==> src/inc/cmp_pkg.sv <==
package cmp_pkg;
   // Byte register indices. Printed offsets are not all multiples of four, so a byte-wide
   // plain port is used: each address selects one byte.
   localparam logic [11:0] ADDR_A_CTRL   = 12'h110;
   localparam logic [11:0] ADDR_A_ADDR   = 12'h115;
   localparam logic [11:0] ADDR_A_DATA   = 12'h118;
   localparam logic [11:0] ADDR_A_MASK   = 12'h11C;
   localparam logic [11:0] ADDR_B_CTRL   = 12'h120;
   localparam logic [11:0] ADDR_B_ADDR   = 12'h125;
   localparam logic [11:0] ADDR_IRQ_STAT = 12'h130;
   localparam logic [11:0] ADDR_IRQ_MASK = 12'h131;
   localparam logic [11:0] ADDR_ARMED    = 12'h132;

   localparam int BIT_ENABLE = 0;
   localparam int BIT_DIR_QUAL = 2;
   localparam int BIT_DIR = 3;
   localparam int BIT_PC_SEL = 5;
   localparam int BIT_INV_DATA = 6;

   localparam logic [31:0] DATA_RESET = 32'h0000_0000;
   localparam logic [23:0] ADDR_RESET = 24'h00_0000;
   localparam logic [7:0]  CTRL_RESET = 8'h00;
   localparam logic [7:0]  CTRL_A_WMASK = 8'h6D;
   localparam logic [7:0]  CTRL_B_WMASK = 8'h2D;
endpackage

==> src/rtl/cmp_match.sv <==
`timescale 1ns/1ps
module cmp_match (
   input  wire logic [7:0]  ctrl,
   input  wire logic [23:0] cmp_addr,
   input  wire logic        use_data,
   input  wire logic [31:0] data_value,
   input  wire logic [31:0] data_mask,
   input  wire logic [23:0] pc_addr,
   input  wire logic        pc_exec,
   input  wire logic [23:0] bus_addr,
   input  wire logic [31:0] bus_data,
   input  wire logic        bus_valid,
   input  wire logic        bus_rw,
   output logic             hit
);
   logic addr_ok;
   logic pc_ok;
   logic dir_ok;
   logic data_eq;
   logic data_ok;

   always_comb begin
      pc_ok   = pc_exec && (pc_addr == cmp_addr);
      addr_ok = bus_valid && (bus_addr == cmp_addr);
      dir_ok  = !ctrl[cmp_pkg::BIT_DIR_QUAL] || (bus_rw == ctrl[cmp_pkg::BIT_DIR]);
      data_eq = ((bus_data ^ data_value) & data_mask) == 32'h0000_0000;
      data_ok = !use_data || (data_eq ^ ctrl[cmp_pkg::BIT_INV_DATA]);
      if (!ctrl[cmp_pkg::BIT_ENABLE]) begin
         hit = 1'b0;
      end else if (ctrl[cmp_pkg::BIT_PC_SEL]) begin
         hit = pc_ok;
      end else begin
         hit = addr_ok && dir_ok && data_ok;
      end
   end
endmodule

==> src/rtl/debug_bus_comparators_ab.sv <==
// What this block does
// - Address registers hold 24 compare bits.
// - Always readable; writes ignored while armed, except to IRQ status and IRQ mask.
// - Data value byte 0 is MSB.
// - Data mask byte 0 is MSB.
// - Data bit used only when masked in.
// - Mask one compares the data bit.
// - Select bit picks data or PC address.
// - Direction bit: zero write, one read.
// - Qualify enable includes direction in compare.
// - Comparator B silent unless enabled.
// - Qualified match needs bus direction equal.
// - Range mode: B uses A's control.
// - Inverted bit matches on data difference.
// - A drives line zero, B line one.
// - PC match when opcode reaches execution.
`timescale 1ns/1ps
module debug_bus_comparators_ab (
   input  wire logic        clk_sys,
   input  wire logic        sys_rst,
   input  wire logic [11:0] reg_addr,
   input  wire logic [7:0]  reg_wdata,
   input  wire logic        reg_wr,
   input  wire logic        reg_rd,
   output logic [7:0]       reg_rdata,
   input  wire logic        debug_unit_armed,
   input  wire logic        ab_range_mode,
   input  wire logic [23:0] pc_addr,
   input  wire logic        pc_exec,
   input  wire logic [23:0] bus_addr,
   input  wire logic [31:0] bus_data,
   input  wire logic        bus_valid,
   input  wire logic        bus_rw,
   output logic             match_0,
   output logic             match_1,
   output logic             irq
);
   logic [7:0]  cmp_a_control;
   logic [23:0] cmp_a_address;
   logic [31:0] cmp_a_data_value;
   logic [31:0] cmp_a_data_mask;
   logic [7:0]  cmp_b_control;
   logic [23:0] cmp_b_address;
   logic [1:0]  irq_status;
   logic [1:0]  irq_mask;
   logic [7:0]  next_cmp_a_control;
   logic [23:0] next_cmp_a_address;
   logic [31:0] next_cmp_a_data_value;
   logic [31:0] next_cmp_a_data_mask;
   logic [7:0]  next_cmp_b_control;
   logic [23:0] next_cmp_b_address;
   logic [1:0]  next_irq_status;
   logic [1:0]  next_irq_mask;
   logic [7:0]  next_reg_rdata;
   logic        next_match_0;
   logic        next_match_1;
   logic        hit_a;
   logic        hit_b;
   logic [7:0]  ctrl_b_eff;
   logic        wr_ok;

   assign ctrl_b_eff = ab_range_mode ? cmp_a_control : cmp_b_control;

   cmp_match u_cmp_a (
      .ctrl       (cmp_a_control),
      .cmp_addr   (cmp_a_address),
      .use_data   (1'b1),
      .data_value (cmp_a_data_value),
      .data_mask  (cmp_a_data_mask),
      .pc_addr    (pc_addr),
      .pc_exec    (pc_exec),
      .bus_addr   (bus_addr),
      .bus_data   (bus_data),
      .bus_valid  (bus_valid),
      .bus_rw     (bus_rw),
      .hit        (hit_a)
   );

   cmp_match u_cmp_b (
      .ctrl       (ctrl_b_eff),
      .cmp_addr   (cmp_b_address),
      .use_data   (1'b0),
      .data_value (cmp_pkg::DATA_RESET),
      .data_mask  (cmp_pkg::DATA_RESET),
      .pc_addr    (pc_addr),
      .pc_exec    (pc_exec),
      .bus_addr   (bus_addr),
      .bus_data   (bus_data),
      .bus_valid  (bus_valid),
      .bus_rw     (bus_rw),
      .hit        (hit_b)
   );

   // In range mode the line outputs are held off; the range match is built elsewhere.
   always_comb begin
      next_match_0 = hit_a && !ab_range_mode;
      next_match_1 = hit_b && !ab_range_mode;
   end

   always_comb begin
      wr_ok = reg_wr && !debug_unit_armed;
      next_cmp_a_control    = cmp_a_control;
      next_cmp_a_address    = cmp_a_address;
      next_cmp_a_data_value = cmp_a_data_value;
      next_cmp_a_data_mask  = cmp_a_data_mask;
      next_cmp_b_control    = cmp_b_control;
      next_cmp_b_address    = cmp_b_address;
      next_irq_mask         = irq_mask;
      next_irq_status       = irq_status;
      next_reg_rdata        = 8'h00;
      if (reg_wr && reg_addr == cmp_pkg::ADDR_IRQ_STAT) begin
         next_irq_status = irq_status & ~reg_wdata[1:0];
      end
      // Set after clear, so an event in the clearing cycle is kept.
      next_irq_status = next_irq_status | {next_match_1, next_match_0};
      if (reg_wr && reg_addr == cmp_pkg::ADDR_IRQ_MASK) begin
         next_irq_mask = reg_wdata[1:0];
      end
      if (wr_ok) begin
         case (reg_addr)
            cmp_pkg::ADDR_A_CTRL:       next_cmp_a_control = reg_wdata & cmp_pkg::CTRL_A_WMASK;
            cmp_pkg::ADDR_B_CTRL:       next_cmp_b_control = reg_wdata & cmp_pkg::CTRL_B_WMASK;
            cmp_pkg::ADDR_A_ADDR:       next_cmp_a_address[23:16] = reg_wdata;
            cmp_pkg::ADDR_A_ADDR + 12'h1: next_cmp_a_address[15:8] = reg_wdata;
            cmp_pkg::ADDR_A_ADDR + 12'h2: next_cmp_a_address[7:0] = reg_wdata;
            cmp_pkg::ADDR_B_ADDR:       next_cmp_b_address[23:16] = reg_wdata;
            cmp_pkg::ADDR_B_ADDR + 12'h1: next_cmp_b_address[15:8] = reg_wdata;
            cmp_pkg::ADDR_B_ADDR + 12'h2: next_cmp_b_address[7:0] = reg_wdata;
            cmp_pkg::ADDR_A_DATA:       next_cmp_a_data_value[31:24] = reg_wdata;
            cmp_pkg::ADDR_A_DATA + 12'h1: next_cmp_a_data_value[23:16] = reg_wdata;
            cmp_pkg::ADDR_A_DATA + 12'h2: next_cmp_a_data_value[15:8] = reg_wdata;
            cmp_pkg::ADDR_A_DATA + 12'h3: next_cmp_a_data_value[7:0] = reg_wdata;
            cmp_pkg::ADDR_A_MASK:       next_cmp_a_data_mask[31:24] = reg_wdata;
            cmp_pkg::ADDR_A_MASK + 12'h1: next_cmp_a_data_mask[23:16] = reg_wdata;
            cmp_pkg::ADDR_A_MASK + 12'h2: next_cmp_a_data_mask[15:8] = reg_wdata;
            cmp_pkg::ADDR_A_MASK + 12'h3: next_cmp_a_data_mask[7:0] = reg_wdata;
            default: next_reg_rdata = 8'h00;
         endcase
      end
      if (reg_rd) begin
         case (reg_addr)
            cmp_pkg::ADDR_A_CTRL:         next_reg_rdata = cmp_a_control;
            cmp_pkg::ADDR_B_CTRL:         next_reg_rdata = cmp_b_control;
            cmp_pkg::ADDR_A_ADDR:         next_reg_rdata = cmp_a_address[23:16];
            cmp_pkg::ADDR_A_ADDR + 12'h1: next_reg_rdata = cmp_a_address[15:8];
            cmp_pkg::ADDR_A_ADDR + 12'h2: next_reg_rdata = cmp_a_address[7:0];
            cmp_pkg::ADDR_B_ADDR:         next_reg_rdata = cmp_b_address[23:16];
            cmp_pkg::ADDR_B_ADDR + 12'h1: next_reg_rdata = cmp_b_address[15:8];
            cmp_pkg::ADDR_B_ADDR + 12'h2: next_reg_rdata = cmp_b_address[7:0];
            cmp_pkg::ADDR_A_DATA:         next_reg_rdata = cmp_a_data_value[31:24];
            cmp_pkg::ADDR_A_DATA + 12'h1: next_reg_rdata = cmp_a_data_value[23:16];
            cmp_pkg::ADDR_A_DATA + 12'h2: next_reg_rdata = cmp_a_data_value[15:8];
            cmp_pkg::ADDR_A_DATA + 12'h3: next_reg_rdata = cmp_a_data_value[7:0];
            cmp_pkg::ADDR_A_MASK:         next_reg_rdata = cmp_a_data_mask[31:24];
            cmp_pkg::ADDR_A_MASK + 12'h1: next_reg_rdata = cmp_a_data_mask[23:16];
            cmp_pkg::ADDR_A_MASK + 12'h2: next_reg_rdata = cmp_a_data_mask[15:8];
            cmp_pkg::ADDR_A_MASK + 12'h3: next_reg_rdata = cmp_a_data_mask[7:0];
            cmp_pkg::ADDR_IRQ_STAT:       next_reg_rdata = {6'h00, irq_status};
            cmp_pkg::ADDR_IRQ_MASK:       next_reg_rdata = {6'h00, irq_mask};
            cmp_pkg::ADDR_ARMED:          next_reg_rdata = {7'h00, debug_unit_armed};
            default:                      next_reg_rdata = 8'h00;
         endcase
      end
   end

   always_ff @(posedge clk_sys) begin
      if (sys_rst) begin
         cmp_a_control    <= cmp_pkg::CTRL_RESET;
         cmp_b_control    <= cmp_pkg::CTRL_RESET;
         cmp_a_address    <= cmp_pkg::ADDR_RESET;
         cmp_b_address    <= cmp_pkg::ADDR_RESET;
         cmp_a_data_value <= cmp_pkg::DATA_RESET;
         cmp_a_data_mask  <= cmp_pkg::DATA_RESET;
         irq_status       <= 2'h0;
         irq_mask         <= 2'h0;
         reg_rdata        <= 8'h00;
         match_0          <= 1'b0;
         match_1          <= 1'b0;
         irq              <= 1'b0;
      end else begin
         cmp_a_control    <= next_cmp_a_control;
         cmp_b_control    <= next_cmp_b_control;
         cmp_a_address    <= next_cmp_a_address;
         cmp_b_address    <= next_cmp_b_address;
         cmp_a_data_value <= next_cmp_a_data_value;
         cmp_a_data_mask  <= next_cmp_a_data_mask;
         irq_status       <= next_irq_status;
         irq_mask         <= next_irq_mask;
         reg_rdata        <= next_reg_rdata;
         match_0          <= next_match_0;
         match_1          <= next_match_1;
         irq              <= |(next_irq_status & next_irq_mask);
      end
   end
endmodule

==> config.mk <==
export PLATFORM = sky130hd
export DESIGN_NAME = debug_bus_comparators_ab
export DESIGN_NICKNAME = d
export VERILOG_FILES = /design/src/inc/cmp_pkg.sv /design/src/rtl/cmp_match.sv /design/src/rtl/debug_bus_comparators_ab.sv
export SDC_FILE = /design/constraint.sdc
export NUM_CORES = 1
export LEC_CHECK = 0
export ABC_AREA = 1
export BUFFER_PORTS_ARGS = -buffer_cell sky130_fd_sc_hd__buf_2
export CAP_MARGIN = 20
export CORE_MARGIN = 1.5
export CORE_UTILIZATION = 50
export CTS_CLUSTER_DIAMETER = 40
export DETAILED_ROUTE_END_ITERATION = 16
export PLACE_DENSITY = 0.7
export SETUP_SLACK_MARGIN = 0.2
export SLEW_MARGIN = 20
export SYNTH_ARGS = -nofsm -noshare
export SYNTH_HDL_FRONTEND = slang
export SYNTH_SLANG_ARGS = --single-unit
==> constraint.sdc <==
create_clock -name clk_sys -period 2.55 [get_ports clk_sys]
set_input_delay 0.1275 -clock clk_sys [delete_from_list [all_inputs] [get_ports clk_sys]]
set_output_delay 0.1275 -clock clk_sys [all_outputs]
set_load 0.02 [all_outputs]
Word-level counts from Yosys, hierarchy flattened:

Cells that the tools add are included.

* bits of input ports: 109
* register bits: 136
* output and inout bits: 11

* bitwise gates (word level): 8
* reduce and logical (&&, ||, !) cells: 37
* equal/unequal tests: 25
* muxes and demuxes: 8

Operator list (count)
* 12-bit by 9-bit == test with 1-bit output, second input constant: 19
* 8-bit case mux with 19 select lines: 1
* 24-bit == test: 4
* 32-bit bitwise AND: 1
* 32-bit logical NOT: 1
* 2-bit AND reduction: 16
* 32-bit XOR: 1
* 1-bit logical AND: 12
* 6-bit 2-to-1 mux: 1
* 2-bit bitwise AND: 2
* 1-bit logical NOT: 4
* 1-bit 2-to-1 mux: 4
* 2-bit 2-to-1 mux: 2
* 2-bit OR reduction: 2
* 1-bit == test: 2
* 1-bit logical OR: 2
* 2-bit NOT: 1
* 2-bit OR: 1
* 1-bit NOT: 1
* 1-bit XOR: 1

Logic depth before layout (Yosys ltp):

Gate-level depths: netlist of run 1.

* word-level depth: 11
* mapped depth: 15
* gate-level depth less buffers: 15

By module:

From an unflattened synthesis of run 1, not the netlist that was laid out.

* cell total of the unflattened synthesis: 1553
* area total of the unflattened synthesis: 9340.2 um2

Modules (own cells, without submodules)
* debug_bus_comparators_ab: area each 6339.8 um2, cells an instance 873, times used 1
* cmp_match: area each 1500.2 um2, cells an instance 340, times used 2

Least setup slack after synthesis of run 1:

OpenSTA, ideal clock, no wires.

* path type: register to register
* start: register cmp_a_data_value[20]
* end: register irq
* data arrival time: 1.334 ns
* stages on the path, launching flop included: 14
* buffers on the path: 0
* path slack: 1.103 ns
* data required time: 2.438 ns
* cell sequence: dfxtp_1 -> or2_2 -> nand3_1 -> nand2_1 -> nor2_1 -> nand2_1 -> nor2_1 -> nand3_1 -> nand3_1 -> nand2_1 -> nand2_1 -> nand2_1 -> nand2_1 -> nand2_1

* longest elaborated chain between the ends: 11

Ends and longest elaborated chain
* start: declaration: line debug_bus_comparators_ab.sv:40 `logic [31:0] cmp_a_data_value;`
* start signal: assignment: line debug_bus_comparators_ab.sv:172 `cmp_a_data_value <= cmp_pkg::DATA_RESET;`
* start signal: assignment: line debug_bus_comparators_ab.sv:185 `cmp_a_data_value <= next_cmp_a_data_value;`
* 32-bit XOR: line cmp_match.sv:26 `data_eq = ((bus_data ^ data_value) & data_mask) == 32'h0000_0000;`
* 32-bit bitwise AND: line cmp_match.sv:26
* 32-bit logical NOT: line cmp_match.sv:26
* 1-bit XOR: line cmp_match.sv:27 `data_ok = !use_data || (data_eq ^ ctrl[cmp_pkg::BIT_INV_DATA]);`
* 1-bit logical AND: line cmp_match.sv:33 `hit = addr_ok && dir_ok && data_ok;`
* 1-bit 2-to-1 mux: line cmp_match.sv:30 `end else if (ctrl[cmp_pkg::BIT_PC_SEL]) begin`
* 1-bit 2-to-1 mux: line cmp_match.sv:28 `if (!ctrl[cmp_pkg::BIT_ENABLE]) begin`
* 1-bit logical AND: line debug_bus_comparators_ab.sv:96 `next_match_0 = hit_a && !ab_range_mode;`
* 2-bit OR: line debug_bus_comparators_ab.sv:115 `next_irq_status = next_irq_status | {next_match_1, next_match_0};`
* 2-bit bitwise AND: line debug_bus_comparators_ab.sv:192 `irq <= |(next_irq_status & next_irq_mask);`
* 2-bit OR reduction: line debug_bus_comparators_ab.sv:192
* end signal: assignment: line debug_bus_comparators_ab.sv:192
* end: declaration: line debug_bus_comparators_ab.sv:36 `output logic irq`

Every way passes these cells.
A chain may end at the register's enable or synchronous reset.

Final worst setup path of run 1:

* start: register cmp_a_address[4]
* end: register irq

* longest elaborated chain between the ends: 10
* elaborated cells on any way between the ends: 12
* classes of those cells: eq/ne: 2; mux: 2; bitwise: 2; reduce/logical: 6

Ends and longest elaborated chain
* start: declaration: line debug_bus_comparators_ab.sv:39 `logic [23:0] cmp_a_address;`
* start signal: assignment: line debug_bus_comparators_ab.sv:170 `cmp_a_address <= cmp_pkg::ADDR_RESET;`
* start signal: assignment: line debug_bus_comparators_ab.sv:183 `cmp_a_address <= next_cmp_a_address;`
* 24-bit == test: line cmp_match.sv:24 `addr_ok = bus_valid && (bus_addr == cmp_addr);`
* 1-bit logical AND: line cmp_match.sv:24
* 1-bit logical AND (2 in series): line cmp_match.sv:33
* 1-bit 2-to-1 mux *: line cmp_match.sv:30
* 1-bit 2-to-1 mux *: line cmp_match.sv:28
* 1-bit logical AND *: line debug_bus_comparators_ab.sv:96
* 2-bit OR *: line debug_bus_comparators_ab.sv:115
* 2-bit bitwise AND *: line debug_bus_comparators_ab.sv:192
* 2-bit OR reduction *: line debug_bus_comparators_ab.sv:192

Every way passes the cells marked *; elsewhere a longest branch is shown, timed or not.

==> results of run 1 <==
## synthesized netlist by cell type, drive strengths merged
library cell / count
nand2: 248
nor2: 183
inv: 180
dfxtp: 136
o21ai: 88
nand3: 74
a21oi: 70
a211oi: 65
o22ai: 52
clkbuf: 22
nand4: 22
buf: 18
xor2: 16
nor3: 13
xnor2: 12
or2: 7
a221oi: 3
and3: 3
nor4: 3
o211ai: 2
a22o: 1
a31oi: 1
mux2i: 1
o2111ai: 1
o211a: 1
o21a: 1
o221ai: 1
## worst reg2reg max path, cell delays in order (launching register included)
cell	delay, ns
dfxtp_1	0.41
inv_1	0.13
nand2_1	0.08
nand4_1	0.13
nor3_1	0.31
nand2_1	0.11
nor2_1	0.09
nand2_1	0.10
a21oi_1	0.19
nand2_1	0.12
nand2_1	0.07
nand2_1	0.05
nand2_1	0.05
## power by group through the flow
stage	logic [W]	registers, W	clock network, W
after floorplan	0.000198	0.00217	0
after global placement	0.000398	0.00217	0
after detailed placement	0.000397	0.00217	0
after CTS	0.000399	0.00212	0.00246
after global routing	0.000439	0.00212	0.00255
final	0.000406	0.00212	0.00245
## cell usage in the layout (no fill, tap or decap), drive strengths merged, types with 2 or more instances in the layout
| master | count |
|---|---|
| a211oi | 65 |
| a21oi | 70 |
| a221oi | 3 |
| and3 | 3 |
| buf | 123 |
| clkbuf | 17 |
| clkinv | 4 |
| dfxtp | 136 |
| inv | 190 |
| nand2 | 248 |
| nand3 | 74 |
| nand4 | 22 |
| nor2 | 183 |
| nor3 | 13 |
| nor4 | 3 |
| o211ai | 2 |
| o21ai | 88 |
| o22ai | 52 |
| or2 | 7 |
| xnor2 | 12 |
| xor2 | 16 |
## flip-flops by register name, indices dropped and copies added (netlist names)
| name | flops |
|---|---|
| cmp_a_data_value | 32 |
| irq | 1 |
| reg_rdata | 8 |
| irq_mask | 2 |
| irq_status | 2 |
| match_1 | 1 |
| cmp_a_address | 24 |
| cmp_b_control | 4 |
| cmp_a_data_mask | 32 |
| match_0 | 1 |
| cmp_b_address | 24 |
| cmp_a_control | 5 |
## metal layers
layer / up-vias / share of wire [%]
met5: - / 0
met4: 0 / 2.7
met3: 69 / 10
met2: 426 / 42
met1: 4017 / 46
li1: 4280 / -
## worst max-delay path by stage
stage | start | to | cells past startpoint
after floorplan | cmp_a_data_value[20] | irq | 13
after global placement | reg_addr[11] | reg_rdata[5] | 14
after detailed placement | reg_addr[11] | reg_rdata[5] | 14
after CTS | cmp_a_address[4] | irq | 12
after global routing | cmp_a_data_value[6] | irq | 14
final | cmp_a_address[4] | irq | 12
## area by class of cell
| type | count | area [µm²] |
|---|---|---|
| sequential | 136 | 2720 |
| timing repair buffer | 123 | 626 |
| clock inverter | 15 | 154 |
| tap | 216 | 270 |
| multi-input combinational | 868 | 4520 |
| clock buffer | 17 | 425 |
| inverter | 180 | 676 |
| fill | 1605 | 6490 |
## kinds of logic after synthesis
kind of cell / synth area share [%]
XOR/XNOR: 3.01
flip-flops: 33.4
multiplexers: 0.123
AND/OR/NAND/NOR: 31.0
AO/OA/AOI/OAI: 21.3
buffers and inverters: 11.2
## per-stage QoR
step	std cells	instance area [µm²]	utilization [%]	power [W]
2_1_floorplan	1224	8160	-	0.00237
3_3_place_gp	1523	8820	55.5	0.00257
3_5_place_dp	1523	8820	55.5	0.00257
4_1_cts	1555	9400	59.2	0.00498
5_1_grt	1555	9400	59.2	0.00511
6_report	1555	9400	59.2	0.00498
==> results by group, run 1 <==
Outcome
  • Status: finished clean

Timing
  • Slew @ Worst Pin: 0.971 ns
  • Worst hold margin: 0.00422 ns
  • Max_slew headroom: a little over a third
  • Max frequency: about 530 MHz
  • Sum Neg Setup Slack: 0 ns
  • Endpoints failing setup: 0
  • Skew final: 0.00641 ns
  • Final hold violations: 0
  • Fin worst setup slack: 0.661 ns
  • Fin crit period: 1.89 ns
  • Pins Over Slew Limit: 0
  • Period utilization: 74.1%
  • RSZ-0062 raised after global routing: no

Global route
  • Met2 GRT Util: 55.4%
  • Antenna violations before repair: 1
  • Global Route Usage Sum: 37.5%
  • Grt met3 use: under 10%
  • First-pass GRT wire length: 46.5 mm
  • Met1 usage: a little over half
  • Grt total ovfl: 0
  • Largest net degree at the start of global routing: between 70 and 80
  • Vias in the first global route: around 8000
  • Busiest grt layer: met2

Die
  • Starting Density: 51.4%
  • Row cnt: 46
  • DIE HEIGHT: between 100 and 150 µm
  • Total core area: between 15000 and 20000 µm²
  • Top Ports: 120
  • Die Area: approximately 17000 µm²
  • Die width: about 130 µm

Power and ir drop
  • Sw power: 0.00142 W
  • Pleak: approximately 4.1 nW
  • Cell Pwr Density: roughly 530 nW/µm²
  • Switching power share of the total: 28.5%
  • Maximum vdd ir drop: 0.537 mV
  • Clock power share: 49.2%
  • Register share of total power: a little over two fifths
  • Combinational Power Share: 8.2%
  • Pint: 0.00356 W

Layout
  • Share of layout cells above drive strength 1: between 10% and 20%
  • Inserted Diodes: 0
  • Syn-to-layout area delta: 15.2%
  • Nets: 1435

Synthesis
  • Syn_area_per_cell: between 6 and 7 µm²
  • Sequential-to-total area share from yosys stat: 33.4%
  • Post-Syn Instances: between 1000 and 1500
  • Warnings from Yosys: 0
  • Synthesized area: slightly above 8000 µm²
  • Yosys reg bits: 136
  • Cell variety after synth: 38
  • Top cells by area, synth: dfxtp_1 (33%), nand2_1 (11%), inv_1 (8.1%), nor2_1 (7.3%), o21ai_0 (5.4%)
  • Post-synth top area cell: dfxtp_1
  • Synth top area share: 33.4%
  • Synth Net Count: 1333

Worst setup path
  • Bufs and invs on worst path: 1
  • Critical Path Start Type: flip-flop
  • Crit-path max FO: 4
  • CP arrival: around 2.3 ns
  • CP cell instances: inv_1 -> nand2_1 -> nand4_1 -> nor3_1 -> nand2_1 -> nor2_1 -> nand2_1 -> a21oi_1 -> nand2_1 -> nand2_1 -> nand2_1 -> nand2_1
  • Max incr delay on CP: roughly 0.41 ns
  • Critical Path RT: 2.94 ns
  • R2r startpoint: cmp_a_address[4]
  • Largest delay share family, worst path: simple AND/OR/NAND/NOR gates
  • Critical path class: reg -> reg
  • R2r setup slk: 0.66 ns
  • Critical-path top delay cell: dfxtp_1
  • FF-to-FF path depth: 12
  • Crit path top cell by count: nand2_1
  • CP endpoint kind: flip-flop
  • R2R Path End: irq

Routing
  • Vias per std cell: about 5.7
  • Vias post-DR: 8792
  • Drc violations: 0
  • ANT nets after route: 0
  • 1st-pass router iterations: 7
  • Routed len/inst: around 20 µm
  • 1st-iter DRT viols: 781
  • Detailed-route wire length: 31.5 mm

Placed design
  • Final Wtd Congestion: approximately 1.0
  • Port bufs: 119
  • DP HPWL: 24.1 mm
  • Dpl ws: 0.631 ns

Hold path
  • Worst hold endpoint: cmp_b_control[2]
  • Hold Path Depth: 3
  • Worst hold path type: in -> reg
  • Hold_sp: reg_wdata[2]

Clock tree
  • Worst-skew pair later-pin latency: 0.44 ns
  • CTS tree: done
  • Post-CTS Setup Bufs: 0
  • CTS Sinks: 136
  • Number of H-tree levels: 4
  • Clock Path Buffers: 2
  • Clock-pin transition on the worst setup and hold timing paths: ~0.070 ns
  • Num CTS Buffers: 17
  • # hold bufs at CTS: 0
  • Root buf cell: clkbuf_16
  • Post-CTS sizing: 0

Run
  • Max Cap Viol: 0
(Power assumes the default switching activity.)
==> inputs of run 2 (changes only) <==
Settings changed: PLACE_DENSITY 0.7 to 0.73.
Clock period 2.55 ns to 1.5 ns, I/O delays scaled along.
==> results by group, run 2 (synthesized netlist as in run 1, its figures left out) <==
Global route
  • Vias in the first global route: 9025 (was 7950)
  • Global Route Usage Sum: 38.7% (was 37.5%)
  • Antenna violations before repair: 1 (unchanged)
  • First-pass GRT wire length: 48.7 mm (was 46.5 mm)
  • Largest net degree at the start of global routing: 71 (unchanged)
  • Grt total ovfl: 0 (unchanged)

Timing
  • Endpoints failing setup: 3 (was 0)
  • Sum Neg Setup Slack: -0.644 ns (was 0 ns)
  • Period utilization: 120% (was 74.1%)
  • Fin worst setup slack: -0.296 ns (was 0.661 ns)
  • Pins Over Slew Limit: 0 (unchanged)
  • Max_slew headroom: 72.3% (was 35.2%)
  • Skew final: 0.0126 ns (was 0.00641 ns)
  • RSZ-0062 raised after global routing: yes (was no)
  • Max frequency: 557 MHz (was 529 MHz)
  • Final hold violations: 0 (unchanged)
  • Slew @ Worst Pin: 0.414 ns (was 0.971 ns)
  • Fin crit period: 1.80 ns (was 1.89 ns)
  • Worst hold margin: 0.0319 ns (was 0.00422 ns)

Power and ir drop
  • Maximum vdd ir drop: 0.758 mV (was 0.537 mV)
  • Cell Pwr Density: 739 nW/µm² (was 530 nW/µm²)
  • Pleak: 5.20 nW (was 4.06 nW)

Layout
  • Nets: 1639 (was 1435)
  • Share of layout cells above drive strength 1: 34.1% (was 15.6%)
  • Syn-to-layout area delta: 41.3% (was 15.2%)
  • Fill cells: 1360 (was 1605)
  • Most common cell after layout, fill and taps aside: nand2_1 (unchanged)
  • Top Registers: cmp_a_data_mask x32, cmp_a_data_value x32 (unchanged)
  • Final Cell Area: 11500 µm² (was 9400 µm²)
  • Most frequent cells in the layout: nand2_1 (223), buf_4 (178), inv_1 (152), nor2_1 (144), buf_2 (119) (was nand2_1 (238), inv_1 (177), nor2_1 (158), dfxtp_1 (136), buf_2 (119))
  • Inserted Diodes: 0 (unchanged)

Clock tree
  • Number of H-tree levels: 4 (unchanged)
  • CTS Sinks: 136 (unchanged)
  • Num CTS Buffers: 17 (unchanged)
  • Root buf cell: clkbuf_16 (unchanged)
  • CTS tree: done (unchanged)
  • Worst-skew pair later-pin latency: 0.44 ns (about the same)
  • Clock Path Buffers: 2 (unchanged)
  • Clock-pin transition on the worst setup and hold timing paths: 0.06 ns (was 0.07 ns)

Placed design
  • Dpl ws: -0.300 ns (was 0.631 ns)
  • Final Wtd Congestion: 0.983 (was 1.02)
  • Port bufs: 119 (unchanged)
  • DP HPWL: 24.6 mm (was 24.1 mm)
  • DP Area: 10500 µm² (was 8820 µm²)

Worst setup path
  • Max incr delay on CP: 0.33 ns (was 0.41 ns)
  • Critical-path top delay cell: dfxtp_2 (was dfxtp_1)
  • Crit path top cell by count: nand2_1 (unchanged)
  • CP endpoint kind: flip-flop (unchanged)
  • R2r startpoint: cmp_a_address[3] (was cmp_a_address[4])
  • Critical Path RT: 1.87 ns (was 2.94 ns)
  • Critical path class: reg -> reg (unchanged)
  • Critical Path Start Type: flip-flop (unchanged)
  • CP arrival: 2.17 ns (was 2.28 ns)
  • Crit-path max FO: 3 (was 4)
  • Largest delay share family, worst path: simple AND/OR/NAND/NOR gates (unchanged)
  • Bufs and invs on worst path: 2 (was 1)
  • Critical path launch point: cmp_a_address[3] (was cmp_a_address[4])
  • CP cell instances: buf_6 -> buf_4 -> nand2_1 -> nand4_1 -> nor2_1 -> nand2_1 -> nor2_1 -> nand2_1 -> a21oi_1 -> nand2_2 -> nand2_1 -> nand2_1 -> nand2_1 (was inv_1 -> nand2_1 -> nand4_1 -> nor3_1 -> nand2_1 -> nor2_1 -> nand2_1 -> a21oi_1 -> nand2_1 -> nand2_1 -> nand2_1 -> nand2_1)

Die
  • Die width: 131 µm (unchanged)
  • Top Ports: 120 (unchanged)
  • DIE HEIGHT: 131 µm (unchanged)
  • Die Area: 17100 µm² (unchanged)
  • Total core area: 15900 µm² (unchanged)
  • Row cnt: 46 (unchanged)
  • Starting Density: 51.4% (unchanged)

Outcome
  • Failing checks: setup timing
  • Status: complete, but fails checks (was finished clean)

Routing
  • Vias per std cell: 5.61 (was 5.65)
  • 1st-pass router iterations: 5 (was 7)
  • Routed len/inst: 18.7 µm (was 20.2 µm)
  • 1st-iter DRT viols: 1192 (was 781)
  • Vias post-DR: 9860 (was 8792)
  • Drc violations: 0 (unchanged)
  • ANT nets after route: 0 (unchanged)
  • Detailed-route wire length: 32.9 mm (was 31.5 mm)

Hold path
  • Hold_sp: reg_wdata[1] (was reg_wdata[2])
  • Worst hold path type: in -> reg (unchanged)

Run
  • Max Cap Viol: 0 (unchanged)
-- run 2: power by group --
| part | switching, W | internal (W) | total, W |
|---|---|---|---|
| sequential | 0.000000309 | 0.00361 | 0.00361 |
| clock | 0.00178 | 0.00229 | 0.00407 |
| combinational | 0.000524 | 0.000322 | 0.000846 |
-- run 2: layer usage --
layer,vias to the layer above,GRT usage (%),share of wire (%)
met2,585,58.8,43
met3,98,9.16,12
met1,4502,53.0,42
met5,-,0,0.046
li1,4673,-,-
met4,2,16.0,3.9
-- run 2: cell type report --
cell class              count  area [µm²]  area share, %
clock buffers              19         433           3.75
well taps                 216         270           2.34
inverters                 180         686           5.95
flip-flops and latches    136        2760           23.9
clock inverters            12         118           1.02
multi-input cells         868        4880           42.3
repair buffers            327        2390           20.7
-- run 2: final timing paths --
kind | end | slack, ns | depth (start not counted)
setup / recovery | irq | -0.30 | 13
setup reg to reg | irq | -0.30 | 13
hold / removal | irq_mask[1] | 0.03 | 3
hold reg to reg | cmp_b_control[3] | 0.49 | 2
-- run 2: worst register-to-register path: stages (launching register included) --
cell     delay (ns)
dfxtp_2        0.33
buf_6          0.11
buf_4          0.12
nand2_1        0.07
nand4_1        0.11
nor2_1         0.12
nand2_1        0.06
nor2_1         0.13
nand2_1        0.14
a21oi_1        0.20
nand2_2        0.10
nand2_1        0.08
nand2_1        0.08
nand2_1        0.09
-- run 2: per-stage QoR --
step           total power [W]  util (%)  cells
2_1_floorplan          0.00403         -   1224
3_3_place_gp           0.00447      65.8   1716
3_5_place_dp           0.00447      65.8   1716
4_1_cts                0.00849      70.8   1757
5_1_grt                0.00874      72.6   1758
6_report               0.00852      72.6   1758
-- run 2: repair_timing --
action | 4_1_cts | 5_1_grt
hold buffers | 5 | 0
gates resized for setup | 60 | 91
pin swaps | 21 | 42
setup buffers | 5 | 1
hold endpoints to repair | 8 | 0
setup endpoints to repair | 12 | 32
==> inputs of run 3 (changes only) <==
Settings changed: REMOVE_ABC_BUFFERS set to 1.
==> results by group, run 3 (synthesized netlist as in run 1, its figures left out) <==
Timing
  • Fin crit period: 1.64 ns (was 1.80 ns)
  • Max frequency: 608 MHz (was 557 MHz)
  • Period utilization: 110% (was 120%)
  • Worst hold margin: 0.0381 ns (was 0.0319 ns)
  • Final hold violations: 0 (unchanged)
  • Skew final: 0.0102 ns (was 0.0126 ns)
  • Slew @ Worst Pin: 0.412 ns (was 0.414 ns)
  • Pins Over Slew Limit: 0 (unchanged)
  • Max_slew headroom: 72.4% (was 72.3%)
  • RSZ-0062 raised after global routing: yes (unchanged)
  • Endpoints failing setup: 3 (unchanged)
  • Fin worst setup slack: -0.144 ns (was -0.296 ns)

Hold path
  • Hold_sp: reg_wdata[1] (unchanged)
  • Worst hold path type: in -> reg (unchanged)
  • Hold Path Depth: 3 (unchanged)

Clock tree
  • Root buf cell: clkbuf_16 (unchanged)
  • Clock Path Buffers: 2 (unchanged)
  • Num CTS Buffers: 17 (unchanged)
  • Number of H-tree levels: 4 (unchanged)
  • CTS tree: done (unchanged)
  • CTS Sinks: 136 (unchanged)
  • Clock-pin transition on the worst setup and hold timing paths: 0.06 ns (about the same)
  • Worst-skew pair later-pin latency: 0.43 ns (was 0.44 ns)

Placed design
  • Port bufs: 119 (unchanged)
  • DP Area: 10400 µm² (was 10500 µm²)
  • Final Wtd Congestion: 1.00 (was 0.983)
  • Inst Count DP: 1713 (was 1716)
  • DP HPWL: 24.9 mm (was 24.6 mm)

Global route
  • Antenna violations before repair: 0 (was 1)
  • First-pass GRT wire length: 48.5 mm (was 48.7 mm)
  • Largest net degree at the start of global routing: 59 (was 71)
  • Global Route Usage Sum: 38.6% (was 38.7%)
  • Grt total ovfl: 0 (unchanged)
  • Vias in the first global route: 8872 (was 9025)

Layout
  • Inserted Diodes: 0 (unchanged)
  • Most common cell after layout, fill and taps aside: nand2_1 (unchanged)
  • Final Cell Area: 11700 µm² (was 11500 µm²)
  • Most frequent cells in the layout: nand2_1 (221), buf_4 (180), inv_1 (155), nor2_1 (141), buf_2 (118) (was nand2_1 (223), buf_4 (178), inv_1 (152), nor2_1 (144), buf_2 (119))
  • Final core utilization: 73.5% (was 72.6%)
  • Post-Layout Cell Count: 1762 (was 1758)
  • Multi-input gate area: 4900 µm² (was 4880 µm²)
  • Share of layout cells above drive strength 1: 34.2% (was 34.1%)
  • Seq. cell area: 2770 µm² (was 2760 µm²)
  • Fill cells: 1333 (was 1360)
  • Top Registers: cmp_a_data_mask x32, cmp_a_data_value x32 (unchanged)
  • Syn-to-layout area delta: 43.1% (was 41.3%)
  • Nets: 1644 (was 1639)

Worst setup path
  • Critical path launch point: cmp_a_data_value[20] (was cmp_a_address[3])
  • CP endpoint kind: flip-flop (unchanged)
  • Critical Path RT: 1.87 ns (about the same)
  • Critical path class: reg -> reg (unchanged)
  • CP arrival: 2.01 ns (was 2.17 ns)
  • R2r startpoint: cmp_a_data_value[20] (was cmp_a_address[3])
  • Critical Path Start Type: flip-flop (unchanged)
  • FF-to-FF path depth: 14 (was 13)
  • Crit-path max FO: 3 (unchanged)

Power and ir drop
  • Clock power share: 51.4% (was 47.7%)
  • Cell Pwr Density: 784 nW/µm² (was 739 nW/µm²)
  • Sw power: 0.00225 W (was 0.00230 W)
  • Register share of total power: 39.4% (was 42.3%)
  • Pleak: 5.26 nW (was 5.20 nW)
  • Combinational Power Share: 9.2% (was 9.9%)
  • Tot Pwr: 0.00915 W (was 0.00852 W)
  • Maximum vdd ir drop: 0.791 mV (was 0.758 mV)
  • Pint: 0.00690 W (was 0.00622 W)
  • Switching power share of the total: 24.6% (was 27.0%)

Die
  • DIE HEIGHT: 131 µm (unchanged)
  • Total core area: 15900 µm² (unchanged)
  • Die Area: 17100 µm² (unchanged)
  • Top Ports: 120 (unchanged)
  • Row cnt: 46 (unchanged)
  • Starting Density: 51.4% (unchanged)
  • Die width: 131 µm (unchanged)

Routing
  • 1st-pass router iterations: 6 (was 5)
  • Vias post-DR: 9837 (was 9860)
  • ANT nets after route: 0 (unchanged)
  • 1st-iter DRT viols: 1017 (was 1192)
  • Routed len/inst: 19.1 µm (was 18.7 µm)
  • Vias per std cell: 5.58 (was 5.61)
  • Detailed-route wire length: 33.6 mm (was 32.9 mm)
  • Drc violations: 0 (unchanged)

Outcome
  • Failing checks: setup timing (unchanged)
  • Status: complete, but fails checks (unchanged)

Run
  • Max Cap Viol: 0 (unchanged)
==> run 3: cell count changes in the layout (fill, tap and decap cells not counted), sizes merged <==
cell	delta
dlygate4sd3	+1
bufinv	+4
clkinv	+2
inv	-4
clkinvlp	-3
buf	+4
==> run 3: power by group through the flow <==
| stage | combinational [W] | sequential (W) | clock [W] |
|---|---|---|---|
| 5_1_grt | 0.000897 | 0.00360 | 0.00484 |
| 3_5_place_dp | 0.000765 | 0.00369 | 0 |
| 3_3_place_gp | 0.000764 | 0.00369 | 0 |
| 2_1_floorplan | 0.000296 | 0.00369 | 0 |
| 6_report | 0.000843 | 0.00360 | 0.00470 |
| 4_1_cts | 0.000791 | 0.00361 | 0.00470 |
==> run 3: critical path: stages, from the launching register on <==
cell     delay (ns)
dfxtp_2        0.32
or2_4          0.22
nand3_2        0.07
nand2_2        0.07
nor2_4         0.11
nand2_2        0.09
nor2_4         0.13
nand2_1        0.07
nand2_1        0.07
nand3_2        0.11
nand2_2        0.08
nand2_2        0.06
nand2_1        0.06
nand2_1        0.05
nand2_1        0.07
==> run 3: repair_timing <==
action                                 CTS  global route
hold buffers                             6             0
gates cloned                             0             1
setup endpoints to repair               10            41
endpoints found under the hold margin   10             0
resized for setup                       42           124
pin swaps                               20            55
buffers inserted                         0            12
==> run 3: area by class of cell <==
cell class	count	area share [%]
inverter	180	5.79
clock buffer	19	3.79
timing repair buffer	332	20.8
clock inverter	11	1.69
tap	216	2.32
multi-input combinational	868	42.0
sequential	136	23.7
==> run 3: per-layer routing <==
metal	global-route usage, %	up-vias	routed length, µm
met5	0	-	0
met4	15.7	0	1230
met3	8.43	86	3250
met2	57.5	522	14600
met1	54.0	4526	14600
li1	-	4703	-
==> run 3: worst paths after layout <==
| path | end | slack, ns |
|---|---|---|
| setup / recovery | irq | -0.14 |
| hold / removal | irq_mask[1] | 0.04 |
| setup reg to reg | irq | -0.14 |
| hold reg to reg | cmp_b_control[5] | 0.48 |
==> run 3: stage by stage <==
stage / TNS (ns) / setup WS, ns
finish: -0.298 / -0.144
floorplan: -0.468 / -0.0299
detailed placement: -6.97 / -0.262
global placement: -4.92 / -0.227
global route: -0.776 / -0.245
CTS: -0.286 / -0.148
